### src/pkg/lcs_pkg.sv
// Constants, register map and types for the latching control switch bank
package lcs_pkg;
    localparam int SWITCH_COUNT = 5;
    localparam int SW_IDX_W     = 3;
    localparam int ADDR_W       = 8;
    localparam int DATA_W       = 32;
    localparam int BE_W         = 4;
    localparam int STAMP_W      = 32;

    localparam logic [ADDR_W-1:0] ADDR_STATE      = 8'h00;
    localparam logic [ADDR_W-1:0] ADDR_MIMIC_LVL  = 8'h04;
    localparam logic [ADDR_W-1:0] ADDR_OPER_LVL   = 8'h08;
    localparam logic [ADDR_W-1:0] ADDR_LOCAL_CMD  = 8'h0c;
    localparam logic [ADDR_W-1:0] ADDR_REMOTE_CMD = 8'h10;
    localparam logic [ADDR_W-1:0] ADDR_EVENT_SEL  = 8'h14;
    localparam logic [ADDR_W-1:0] ADDR_STATUS     = 8'h18;
    localparam logic [ADDR_W-1:0] ADDR_TIMESTAMP  = 8'h1c;
    localparam logic [ADDR_W-1:0] ADDR_LAST_EVENT = 8'h20;
    localparam logic [ADDR_W-1:0] ADDR_LAST_STAMP = 8'h24;
    localparam logic [ADDR_W-1:0] ADDR_NAME_FIRST = 8'h40;
    localparam logic [ADDR_W-1:0] ADDR_NAME_LAST  = 8'hdc;

    typedef enum logic [1:0] {
        LEVEL_USER         = 2'b00,
        LEVEL_OPERATOR     = 2'b01,
        LEVEL_CONFIGURATOR = 2'b10,
        LEVEL_SUPER        = 2'b11
    } access_level_e;

    localparam access_level_e MIMIC_LVL_RESET = LEVEL_CONFIGURATOR;
    localparam access_level_e OPER_LVL_RESET  = LEVEL_USER;

    localparam int CMD_STATE_BIT     = 8;
    localparam int EVSEL_ON_BIT      = 0;
    localparam int EVSEL_OFF_BIT     = 1;
    localparam logic [1:0] EVSEL_RESET = 2'h3;
    localparam int STATUS_DENIED_BIT = 0;
    localparam int STATUS_BADIDX_BIT = 1;
    localparam int LAST_OFF_LSB      = 8;
    localparam logic SWITCH_RESET_STATE = 1'h0;

    localparam int NAME_CHARS        = 32;
    localparam int NAME_WORDS_PER_SW = NAME_CHARS / BE_W;
    localparam int NAME_WORDS        = SWITCH_COUNT * NAME_WORDS_PER_SW;
    localparam int NAME_IDX_W        = 6;
    localparam logic [NAME_IDX_W-1:0] NAME_BASE_IDX = 6'h10;
    localparam logic [DATA_W-1:0] NAME_WORD0      = 32'h74697753;
    localparam logic [DATA_W-1:0] NAME_WORD1_BASE = 32'h00006863;
    localparam logic [7:0]        NAME_DIGIT0     = 8'h31;
    localparam int                NAME_DIGIT_LSB  = 16;
endpackage : lcs_pkg

### src/verilog/switch_cell.sv
// One latching switch with change detection and change pulses
`timescale 1ns/1ps
module switch_cell
    import lcs_pkg::*;
(
    input  wire logic clk_sys,
    input  wire logic rst,
    input  wire logic cmd_valid,
    input  wire logic cmd_state,
    output logic      state,
    output logic      turned_on,
    output logic      turned_off
);
    logic state_reg;
    logic state_next;
    logic on_reg;
    logic off_reg;
    logic change;

    assign change     = cmd_valid & (cmd_state != state_reg);
    assign state_next = change ? cmd_state : state_reg;

    always_ff @(posedge clk_sys or posedge rst)
    begin
        if (rst)
        begin
            state_reg <= SWITCH_RESET_STATE;
            on_reg    <= 1'b0;
            off_reg   <= 1'b0;
        end
        else
        begin
            state_reg <= state_next;
            on_reg    <= change & cmd_state;
            off_reg   <= change & ~cmd_state;
        end
    end

    assign state      = state_reg;
    assign turned_on  = on_reg;
    assign turned_off = off_reg;
endmodule : switch_cell

### src/verilog/name_store.sv
// Name memory holding one 32-character name per switch
`timescale 1ns/1ps
module name_store
    import lcs_pkg::*;
(
    input  wire logic                  clk_sys,
    input  wire logic                  rst,
    input  wire logic                  wr_en,
    input  wire logic [NAME_IDX_W-1:0] wr_index,
    input  wire logic [DATA_W-1:0]     wr_data,
    input  wire logic [BE_W-1:0]       wr_be,
    input  wire logic [NAME_IDX_W-1:0] rd_index,
    output logic      [DATA_W-1:0]     rd_data
);
    logic [DATA_W-1:0] mem [NAME_WORDS];

    function automatic logic [DATA_W-1:0] default_word(input int w);
        int sw;
        int pos;
        logic [7:0] digit;
        sw    = w / NAME_WORDS_PER_SW;
        pos   = w % NAME_WORDS_PER_SW;
        digit = NAME_DIGIT0 + 8'(sw);
        default_word = '0;
        if (pos == 0)
            default_word = NAME_WORD0;
        else if (pos == 1)
            default_word = NAME_WORD1_BASE
                         | (DATA_W'(digit) << NAME_DIGIT_LSB);
    endfunction : default_word

    always_ff @(posedge clk_sys or posedge rst)
    begin
        if (rst)
        begin
            for (int w = 0; w < NAME_WORDS; w++)
                mem[w] <= default_word(w);
        end
        else if (wr_en)
        begin
            for (int b = 0; b < BE_W; b++)
                if (wr_be[b])
                    mem[wr_index][b*8 +: 8] <= wr_data[b*8 +: 8];
        end
    end

    assign rd_data = mem[rd_index];
endmodule : name_store

### src/verilog/latching_control_switch_bank.sv
// Bank of latching control switches with Avalon-MM register access
//
// The placing of the registers and the Avalon-MM interface to the registers were chosen for this implementation.
`timescale 1ns/1ps
// Contract
// - Each switch holds its last commanded state until told the opposite.
// - Switch commands come only from the local panel or the remote station.
// - No auxiliary input such as digital inputs or logic can move a switch.
// - Local commands need the operator level at or above the mimic level.
// - Five independent switches, each with its own state and events.
// - A change to ON raises that switch's ON event, to OFF its OFF event.
// - A selection decides whether ON, OFF or both events are stored.
// - Every recorded event carries a time stamp.
// - Each switch keeps a 32-character name defaulting to Switch plus its index plus one.
// - Switch outputs feed both direct output control and user logic.
module latching_control_switch_bank
    import lcs_pkg::*;
(
    input  wire logic                    clk_sys,
    input  wire logic                    rst,
    input  wire logic [ADDR_W-1:0]       avs_address,
    input  wire logic                    avs_read,
    input  wire logic                    avs_write,
    input  wire logic [DATA_W-1:0]       avs_writedata,
    input  wire logic [BE_W-1:0]         avs_byteenable,
    output logic      [DATA_W-1:0]       avs_readdata,
    output logic                         avs_waitrequest,
    output logic      [SWITCH_COUNT-1:0] switch_out,
    output logic      [SWITCH_COUNT-1:0] event_on,
    output logic      [SWITCH_COUNT-1:0] event_off,
    output logic      [STAMP_W-1:0]      event_stamp
);
    logic                    waitrequest_reg;
    logic [DATA_W-1:0]       readdata_reg;
    logic [DATA_W-1:0]       readdata_next;
    access_level_e           mimic_lvl_reg;
    access_level_e           oper_lvl_reg;
    logic [1:0]              evsel_reg;
    logic [1:0]              status_reg;
    logic [1:0]              status_next;
    logic [STAMP_W-1:0]      stamp_reg;
    logic [STAMP_W-1:0]      stamp_next;
    logic [SWITCH_COUNT-1:0] switch_reg;
    logic [SWITCH_COUNT-1:0] event_on_reg;
    logic [SWITCH_COUNT-1:0] event_off_reg;
    logic [STAMP_W-1:0]      event_stamp_reg;
    logic [SWITCH_COUNT-1:0] last_on_reg;
    logic [SWITCH_COUNT-1:0] last_off_reg;
    logic [STAMP_W-1:0]      last_stamp_reg;

    wire                     req_any;
    wire                     req_first;
    wire                     wr_go;
    wire                     be_low_full;
    wire                     sel_state;
    wire                     sel_mimic;
    wire                     sel_oper;
    wire                     sel_local;
    wire                     sel_remote;
    wire                     sel_evsel;
    wire                     sel_status;
    wire                     sel_stamp;
    wire                     sel_last_ev;
    wire                     sel_last_st;
    wire                     sel_name;
    wire [NAME_IDX_W-1:0]    name_index;
    wire [DATA_W-1:0]        name_rdata;
    wire [SW_IDX_W-1:0]      cmd_index;
    wire                     cmd_value;
    wire                     index_ok;
    wire                     level_ok;
    wire                     local_go;
    wire                     remote_go;
    wire [SWITCH_COUNT-1:0]  cell_state;
    wire [SWITCH_COUNT-1:0]  cell_on;
    wire [SWITCH_COUNT-1:0]  cell_off;
    wire [SWITCH_COUNT-1:0]  store_on;
    wire [SWITCH_COUNT-1:0]  store_off;
    wire                     store_any;
    wire                     any_change;

    // Bus handshake: one wait cycle, then the transfer completes
    assign req_any   = avs_read | avs_write;
    assign req_first = req_any & waitrequest_reg;
    assign wr_go     = avs_write & ~waitrequest_reg;
    assign be_low_full = avs_byteenable[0] & avs_byteenable[1];

    // Address decoding
    assign sel_state   = (avs_address == ADDR_STATE);
    assign sel_mimic   = (avs_address == ADDR_MIMIC_LVL);
    assign sel_oper    = (avs_address == ADDR_OPER_LVL);
    assign sel_local   = (avs_address == ADDR_LOCAL_CMD);
    assign sel_remote  = (avs_address == ADDR_REMOTE_CMD);
    assign sel_evsel   = (avs_address == ADDR_EVENT_SEL);
    assign sel_status  = (avs_address == ADDR_STATUS);
    assign sel_stamp   = (avs_address == ADDR_TIMESTAMP);
    assign sel_last_ev = (avs_address == ADDR_LAST_EVENT);
    assign sel_last_st = (avs_address == ADDR_LAST_STAMP);
    assign sel_name    = (avs_address >= ADDR_NAME_FIRST)
                       & (avs_address <= ADDR_NAME_LAST);
    assign name_index  = avs_address[ADDR_W-1:2] - NAME_BASE_IDX;

    // Command decoding; only the two command registers reach a switch
    assign cmd_index = avs_writedata[SW_IDX_W-1:0];
    assign cmd_value = avs_writedata[CMD_STATE_BIT];
    assign index_ok  = (cmd_index < SW_IDX_W'(SWITCH_COUNT));
    assign level_ok  = (oper_lvl_reg >= mimic_lvl_reg);
    assign local_go  = wr_go & sel_local & be_low_full & index_ok
                     & level_ok;
    assign remote_go = wr_go & sel_remote & be_low_full & index_ok;

    genvar gi;
    generate
        for (gi = 0; gi < SWITCH_COUNT; gi++)
        begin : g_switch
            wire hit;
            // Writes reach only the addressed switch; nothing else drives it
            assign hit = (local_go | remote_go)
                       & (cmd_index == SW_IDX_W'(gi));
            switch_cell u_cell (
                .clk_sys    (clk_sys),
                .rst        (rst),
                .cmd_valid  (hit),
                .cmd_state  (cmd_value),
                .state      (cell_state[gi]),
                .turned_on  (cell_on[gi]),
                .turned_off (cell_off[gi])
            );
        end
    endgenerate

    // Event filtering for the main event buffer
    assign store_on   = cell_on & {SWITCH_COUNT{evsel_reg[EVSEL_ON_BIT]}};
    assign store_off  = cell_off & {SWITCH_COUNT{evsel_reg[EVSEL_OFF_BIT]}};
    assign store_any  = |(store_on | store_off);
    assign any_change = |(cell_on | cell_off);

    name_store u_names (
        .clk_sys  (clk_sys),
        .rst      (rst),
        .wr_en    (wr_go & sel_name),
        .wr_index (name_index),
        .wr_data  (avs_writedata),
        .wr_be    (avs_byteenable),
        .rd_index (name_index),
        .rd_data  (name_rdata)
    );

    // Sticky refusal flags: a new refusal wins over a write-one clear
    always_comb
    begin
        status_next = status_reg;
        if (wr_go & sel_status & avs_byteenable[0])
            status_next = status_reg & ~avs_writedata[1:0];
        if (wr_go & sel_local & be_low_full & index_ok & ~level_ok)
            status_next[STATUS_DENIED_BIT] = 1'b1;
        if (wr_go & (sel_local | sel_remote) & be_low_full & ~index_ok)
            status_next[STATUS_BADIDX_BIT] = 1'b1;
    end

    // Free-running time base, loadable by software
    always_comb
    begin
        stamp_next = stamp_reg + STAMP_W'(1);
        if (wr_go & sel_stamp)
        begin
            for (int b = 0; b < BE_W; b++)
                if (avs_byteenable[b])
                    stamp_next[b*8 +: 8] = avs_writedata[b*8 +: 8];
        end
    end

    // Read data selection
    always_comb
    begin
        readdata_next = '0;
        if (sel_state)
            readdata_next[SWITCH_COUNT-1:0] = cell_state;
        else if (sel_mimic)
            readdata_next[1:0] = mimic_lvl_reg;
        else if (sel_oper)
            readdata_next[1:0] = oper_lvl_reg;
        else if (sel_evsel)
            readdata_next[1:0] = evsel_reg;
        else if (sel_status)
            readdata_next[1:0] = status_reg;
        else if (sel_stamp)
            readdata_next = stamp_reg;
        else if (sel_last_ev)
        begin
            readdata_next[SWITCH_COUNT-1:0] = last_on_reg;
            readdata_next[LAST_OFF_LSB +: SWITCH_COUNT] = last_off_reg;
        end
        else if (sel_last_st)
            readdata_next = last_stamp_reg;
        else if (sel_name)
            readdata_next = name_rdata;
    end

    always_ff @(posedge clk_sys or posedge rst)
    begin
        if (rst)
        begin
            waitrequest_reg <= 1'b1;
            readdata_reg    <= '0;
        end
        else
        begin
            waitrequest_reg <= ~req_first;
            if (req_first)
                readdata_reg <= readdata_next;
        end
    end

    always_ff @(posedge clk_sys or posedge rst)
    begin
        if (rst)
        begin
            mimic_lvl_reg <= MIMIC_LVL_RESET;
            oper_lvl_reg  <= OPER_LVL_RESET;
            evsel_reg     <= EVSEL_RESET;
        end
        else if (wr_go & avs_byteenable[0])
        begin
            if (sel_mimic)
                mimic_lvl_reg <= access_level_e'(avs_writedata[1:0]);
            if (sel_oper)
                oper_lvl_reg <= access_level_e'(avs_writedata[1:0]);
            if (sel_evsel)
                evsel_reg <= avs_writedata[1:0];
        end
    end

    always_ff @(posedge clk_sys or posedge rst)
    begin
        if (rst)
        begin
            status_reg <= '0;
            stamp_reg  <= '0;
        end
        else
        begin
            status_reg <= status_next;
            stamp_reg  <= stamp_next;
        end
    end

    // Output stage and record of the latest stored events
    always_ff @(posedge clk_sys or posedge rst)
    begin
        if (rst)
        begin
            switch_reg      <= '0;
            event_on_reg    <= '0;
            event_off_reg   <= '0;
            event_stamp_reg <= '0;
            last_on_reg     <= '0;
            last_off_reg    <= '0;
            last_stamp_reg  <= '0;
        end
        else
        begin
            switch_reg    <= cell_state;
            event_on_reg  <= store_on;
            event_off_reg <= store_off;
            if (any_change)
                event_stamp_reg <= stamp_reg;
            if (store_any)
            begin
                last_on_reg    <= store_on;
                last_off_reg   <= store_off;
                last_stamp_reg <= stamp_reg;
            end
        end
    end

    assign avs_readdata    = readdata_reg;
    assign avs_waitrequest = waitrequest_reg;
    assign switch_out      = switch_reg;
    assign event_on        = event_on_reg;
    assign event_off       = event_off_reg;
    assign event_stamp     = event_stamp_reg;
endmodule : latching_control_switch_bank

### config.mk
export PLATFORM = sky130hd
export DESIGN_NAME = latching_control_switch_bank
export DESIGN_NICKNAME = d
export VERILOG_FILES = /design/src/pkg/lcs_pkg.sv /design/src/verilog/switch_cell.sv /design/src/verilog/name_store.sv /design/src/verilog/latching_control_switch_bank.sv
export SDC_FILE = /design/constraint.sdc
export NUM_CORES = 2
export LEC_CHECK = 0
export ABC_AREA = 1
export BUFFER_PORTS_ARGS = -buffer_cell sky130_fd_sc_hd__buf_4
export CAP_MARGIN = 20
export CORE_ASPECT_RATIO = 0.6
export CORE_MARGIN = 4
export CORE_UTILIZATION = 45
export DETAILED_ROUTE_END_ITERATION = 16
export PLACE_DENSITY = 0.73
export SLEW_MARGIN = 20
export SYNTH_ARGS = -nofsm -noshare
export SYNTH_HDL_FRONTEND = slang
export SYNTH_HIERARCHICAL = 1
export SYNTH_SLANG_ARGS = --single-unit
### constraint.sdc
create_clock -name clk_sys -period 38 [get_ports clk_sys]
set_clock_uncertainty 0.2 [all_clocks]
set_input_delay 3.8 -clock clk_sys [delete_from_list [all_inputs] [get_ports clk_sys]]
set_output_delay 3.8 -clock clk_sys [all_outputs]
set_load 0.02 [all_outputs]
== Yosys cells after proc, flatten, opt, wreduce, memory -nomap -nowiden ==
Cells that the tools add are included.
Word-level totals
  bits in registers: 1457
  input port bits: 48
  output and inout bits: 80
  logic and storage cells: 208
Cells by class
  add/sub/neg operators: 2
  magnitude comparators: 6
  equality and inequality tests: 18
  multiplexer cells: 47
  bitwise operators: 55
  reduce and logical (&&, ||, !) cells: 10
Operators by type and width (count)
  $mux W1280: 7
  $bwmux W1280: 4
  $demux W32 S6: 4
  $mux W32: 7
  $bmux W32 S6: 1
  $mux W30: 4
  $and A1 B1 Y1: 40
  $mux W8: 5
  $add A32 B1 Y32 const B: 1
  $eq A8 B5 Y1 const B: 4
  $mux W27: 1
  $mux W24: 1
  $mux W19: 1
  $eq A8 B4 Y1 const B: 2
  $eq A8 B6 Y1 const B: 2
  $mux W16: 1
  $mux W5: 3
  $and A5 B5 Y5: 2
  $mux W2: 5
  $or A5 B5 Y5: 2
  $reduce_or A5 Y1: 2
  $eq A8 B3 Y1 const B: 1
  $ge A8 B7 Y1 const B: 1
  $le A8 B8 Y1 const B: 1
  21 further kinds: 36

== Longest topological paths before layout ==
  depth after elaboration: 17
  depth in mapped cells: 22
  depth with buffers taken out: 19

== Modules after synthesis ==
Netlist, hierarchy kept.
Modules (own cells, without submodules)
  name_store: times used 1, cells an instance 7212, area an instance 57913.0 um^2, sequential area each 32208.4 um^2
  latching_control_switch_bank: times used 1, cells an instance 947, area an instance 7861.3 um^2, sequential area each 4058.9 um^2
  switch_cell: times used 5, cells an instance 12, area an instance 118.9 um^2, sequential area each 75.1 um^2

== Least setup slack after synthesis ==
No wires, ideal clock.
  path kind: input-to-reg
  start point: in avs_address[6]
  end point: reg readdata_reg[1] (netlist: avs_readdata[1])
  setup time: 0.066 ns
  arrival: 5.687 ns
  data required time: 37.734 ns
  setup slack: 32.047 ns
  cell stages on the path: 18
  path buffers: 1
  path through: inv_1 ha_1 inv_1 inv_1 nor3_1 clkbuf_1 o211ai_1 nand2_1 nand2_1 o21ai_0 nand2_1 nand2_1 nand2_1 nand3_1 nand2_1 nand2_1 nand2_1 nand2_1
Between the ends
  cells in the longest elaborated chain, start to end: 14
  elaborated cells between the ends (all ways): 25
  classes of those cells: 1 x add/sub; 2 x order compare; 7 x eq/ne; 12 x mux; 2 x bitwise; 1 x reduce/logical
Ends and longest elaborated chain
  start: declaration: line latching_control_switch_bank.sv:21  | input wire logic [ADDR_W-1:0] avs_address,
  $sub A6 B5 Y6: line latching_control_switch_bank.sv:101  | assign name_index = avs_address[ADDR_W-1:2] - NAME_BASE_IDX;
  named net name_index[5]: line latching_control_switch_bank.sv:66  | wire [NAME_IDX_W-1:0] name_index;
  $not A6 Y7 (implied by the code): line name_store.sv:47  | assign rd_data = mem[rd_index];
  $bmux W32 S6: line name_store.sv:47
  $mux W32 (implied by the code) (2 in series): line name_store.sv:47
  named net name_rdata[1]: line latching_control_switch_bank.sv:67  | wire [DATA_W-1:0] name_rdata;
  $mux W32: line latching_control_switch_bank.sv:196  | else if (sel_name)
  $mux W32: line latching_control_switch_bank.sv:194  | else if (sel_last_st)
  $mux W5: line latching_control_switch_bank.sv:189  | else if (sel_last_ev)
  $mux W32: line latching_control_switch_bank.sv:187  | else if (sel_stamp)
  $mux W2: line latching_control_switch_bank.sv:185  | else if (sel_status)
  $mux W2: line latching_control_switch_bank.sv:183  | else if (sel_evsel)
  $mux W2: line latching_control_switch_bank.sv:181  | else if (sel_oper)
  $mux W2: line latching_control_switch_bank.sv:179  | else if (sel_mimic)
  $mux W5: line latching_control_switch_bank.sv:177  | if (sel_state)
  end signal: assignment: line latching_control_switch_bank.sv:211  | readdata_reg <= readdata_next;
  end: declaration: line latching_control_switch_bank.sv:34  | logic [DATA_W-1:0] readdata_reg;
The timed path passes the listed nets, and every way through them passes these cells. The select of a mux whose other input is x is not followed.
A chain may end at the register's enable or synchronous reset.

== Final worst setup path ==
  start point: in avs_address[3]
  end point: reg readdata_reg[1] (netlist: avs_readdata[1])
Between the ends
  cells in the longest elaborated chain, start to end: 14
  elaborated cells between the ends (all ways): 25
  classes of those cells: 1 x add/sub; 2 x order compare; 7 x eq/ne; 12 x mux; 2 x bitwise; 1 x reduce/logical
Ends and longest elaborated chain (line)
  $sub A6 B5 Y6: latching_control_switch_bank.sv:101
  $not A6 Y7 (implied by the code): name_store.sv:47
  $bmux W32 S6: name_store.sv:47
  $mux W32 (implied by the code) (2 in series): name_store.sv:47
  named net name_rdata[1]: latching_control_switch_bank.sv:67
  $mux W32: latching_control_switch_bank.sv:196
  $mux W32: latching_control_switch_bank.sv:194
  $mux W5: latching_control_switch_bank.sv:189
  $mux W32: latching_control_switch_bank.sv:187
  $mux W2: latching_control_switch_bank.sv:185
  $mux W2: latching_control_switch_bank.sv:183
  $mux W2: latching_control_switch_bank.sv:181
  $mux W2: latching_control_switch_bank.sv:179
  $mux W5: latching_control_switch_bank.sv:177
The timed path passes the listed nets, and every way through them passes these cells. The select of a mux whose other input is x is not followed.

==> results by group <==
Layout
  • Share of layout cells above drive strength 1: 0.07687
  • Final nets: around 8000
  • # fillers: 13460
  • Most flop-heavy register: u_names/mem
  • Final Cell Area: 72470 sq um
  • Area grow syn2layout: 9.200%
  • Largest register FFs: 1280
  • Layout Cells excl Fill: 9999

Power
  • Clock power share: 0.406
  • Internal power: approximately 2.5 mW
  • Pleak: 32.23 nW
  • Seq pwr share: 0.498
  • Pwr Density: 46.06 nW/um^2
  • Comb pwr share: 0.096
  • Maximum vdd drop: roughly 0.037 mV
  • NetSw: 0.8799 mW
  • Sw Share: 0.2636

Yosys
  • Post-synth ARST share: 1.000
  • Synthesized area: 66370 sq um
  • Synth warn: 6
  • EDFF count, synth: 0
  • Post-Syn Nets: 8273
  • Synth Instances: 8219
  • Syn Area/Cell: 8.075 sq um
  • Ys flop type: dfrtp_1
  • Sequential fraction of the synthesis area: 0.5521
  • Synth unique cells: 45
  • Number of synthesized register bits: 1457

Timing
  • Slew Limit Fails: 0
  • RSZ-0062 raised after global routing: false
  • Crit path setup slack, layout: 29500 ps
  • Final critical-path required period: 8497 ps
  • Worst hold margin: 281.4 ps
  • Final hold violation count: 0
  • Slew HR: 0.1839
  • Worst Tran Pin Value: around 1200 ps
  • Period utilization: 0.2236
  • Final TNS setup: 0 ps
  • Setup violators final: 0
  • Max Fclk: 0.1177 GHz

Min path
  • Hold_sp: u_names/mem[195]$_DFFE_PP0P_
  • Worst Hold Depth: 2
  • Hold Path Sink: u_names/mem[195]$_DFFE_PP0P_
  • Worst min path class: register to register

Global route
  • Vias in the first global route: around 54000
  • Initial antenna violation count: 5
  • Largest net degree at the start of global routing: 222
  • Global-route wire length before repair: 332400 um
  • Total track usage: 0.2738
  • GRT overflow: 0

Clock network
  • CTS tree: built
  • Clock transition at path regs: 70 ps
  • Total CTS buffers: between 100 and 150
  • Post-CTS Resized: 0
  • Postcts setup bufs: 0
  • Clk Latency, worst-skew pair: ~770 ps
  • Clock buffer depth: 3
  • Hold Buf Count CTS: 0
  • CTS Sinks: 1457
  • Clk root buf: clkbuf_16
  • CTS H-tree lvls: 4

Setup path
  • CP Class: primary input to register
  • Critical Path Sink Type: register
  • R2R Setup Slk: between 30000 and 40000 ps
  • CP Launch Type: primary input
  • RR Endpoint: stamp_reg[30]$_DFF_PP0_
  • Reg2reg start: stamp_reg[17]$_DFF_PP0_
  • Reg2reg path depth: 8
  • Arrival time worst endpoint: ~9000 ps
  • CP max FO: 118
  • Critical Path RT: 38450 ps

Die
  • Die Span Y: 305.5 um
  • Die ar.: 153900 sq um
  • Top-Level Pins: 128
  • Row count: 108
  • Die W: around 500 um
  • Core ar.: 145500 sq um
  • Initial Utilization: 0.4560

Outcome
  • Status: finished, final reports clean

Placed design
  • Hpwl dp: 134800 um
  • Final GP Congestion: roughly 0.95
  • Buffers on Ports: between 100 and 150
  • Setup slack after placement: around 29000 ps
  • Cell Area, Placed: 68120 sq um
  • Placed Cells: 9755

Routing
  • Number of vias per cell: 5.900
  • Antenna Violating Nets Remaining: 0
  • Residual DRC: 0
  • 1st-pass router iterations: 8
  • Final wirelength: 216000 um
  • 1st-iter DRT viols: 8860
  • WL/cell: approximately 22 um
  • Total number of vias: 58990

Job
  • Max Cap Viol: 0
[layer usage]
layer	track usage	part of all wire	vias to the layer above
met5	0.01540	0.0016	-
li1	-	-	26540
met3	0.1006	0.14	342
met2	0.3547	0.39	3384
met1	0.4205	0.44	28720
met4	0.07741	0.026	9
[worst max-delay path: stages]
cell     delay, ps
buf_8          180
inv_8          630
buf_4          790
buf_4          810
buf_4          810
nand3_1        160
nand3_1        130
nand2_1         60
nand2_1         70
nand3_1        150
nand3_1        150
nand2_1        150
nand2_1        100
o21ai_0         80
nand2_1         80
nand2_1         70
nand2_1         60
nand3_1         60
nand2_1         70
nand2_1         50
nand2_1         60
nand2_1         50
[how the worst max path moves through the flow]
stage                    from  cells past startpoint                           to
3_3_place_gp   avs_address[3]                     22  avs_readdata[1]$_DFFE_PP0P_
6_report       avs_address[3]                     22  avs_readdata[1]$_DFFE_PP0P_
2_1_floorplan             rst                      1   u_names/mem[0]$_DFFE_PP0P_
4_1_cts        avs_address[3]                     22  avs_readdata[1]$_DFFE_PP0P_
5_1_grt        avs_address[3]                     22  avs_readdata[1]$_DFFE_PP0P_
3_5_place_dp   avs_address[3]                     22  avs_readdata[1]$_DFFE_PP0P_
[power by group through the flow]
stage | clock [mW] | sequential (mW) | combinational [mW]
final | 1.36 | 1.66 | 0.320
after global placement | 0 | 1.69 | 0.305
after global routing | 1.44 | 1.67 | 0.351
after detailed placement | 0 | 1.69 | 0.312
after floorplan | 0 | 1.68 | 0.199
after CTS | 1.37 | 1.66 | 0.313
[synthesized netlist by cell type, types with 7 or more instances]
cell | count | area share
mux2_2 | 7 | 0.0012
clkbuf_1 | 411 | 0.023
nand2_1 | 2966 | 0.17
buf_2 | 144 | 0.011
nor3_1 | 16 | 0.0012
o22ai_1 | 32 | 0.0030
nand3_1 | 950 | 0.072
buf_1 | 45 | 0.0025
dfrtp_1 | 1311 | 0.49
o211ai_1 | 40 | 0.0045
nor2_1 | 216 | 0.012
a22oi_1 | 22 | 0.0025
inv_1 | 199 | 0.011
dfstp_2 | 146 | 0.058
a21oi_1 | 26 | 0.0020
buf_4 | 15 | 0.0017
xor2_1 | 13 | 0.0017
o21ai_0 | 1551 | 0.12
o221ai_1 | 38 | 0.0050
nor4_1 | 7 | 0.00066
[cells by family (layout without fill, tap and decap cells)]
| group | after synthesis | count (layout) | share of synthesized area |
|---|---|---|---|
| buf+inv | 821 | 668 | 0.05005 |
| compound gates | 1728 | 1728 | 0.1360 |
| fa+ha+maj | 6 | 6 | 0.001131 |
| other cells | 0 | 8 | 0 |
| simple gates | 4186 | 4186 | 0.2576 |
| mux | 8 | 8 | 0.001339 |
| xor+xnor | 13 | 13 | 0.001716 |
| flops | 1457 | 1457 | 0.5521 |
[cell type report]
type / count / area [sq um] / share of cell area
Tap cell: 1925 / 2409 / 0.03323
Clock inverter: 26 / 297.8 / 0.004109
Clock buffer: 209 / 4003 / 0.05523
Antenna cell: 8 / 20.02 / 0.0002762
Timing Repair Buffer: 229 / 1848 / 0.02550
Inverter: 204 / 800.8 / 0.01105
Sequential cell: 1457 / 36640 / 0.5056
Multi-Input combinational cell: 5941 / 26450 / 0.3650
[cells in the final DEF, fill, tap and decap left out, types with 32 or more instances in the layout]
| cell | Yosys | layout |
|---|---|---|
| o221ai_1 | 38 | 38 |
| buf_4 | 15 | 215 |
| inv_1 | 199 | 194 |
| o22ai_1 | 32 | 32 |
| nand3_1 | 950 | 949 |
| nand2_1 | 2966 | 2966 |
| o21ai_0 | 1551 | 1551 |
| clkbuf_16 | 0 | 140 |
| nor2_1 | 216 | 204 |
| dfrtp_1 | 1311 | 1311 |
| dfstp_2 | 146 | 146 |
| clkbuf_1 | 411 | 45 |
| o211ai_1 | 40 | 40 |
[through the flow]
step,power (mW),utilization
floorplan,1.882,-
global placement,1.991,0.4679
detailed placement,1.999,0.4680
CTS,3.344,0.4976
global route,3.457,0.4979
finish,3.338,0.4980
(Power assumes the default switching activity.)
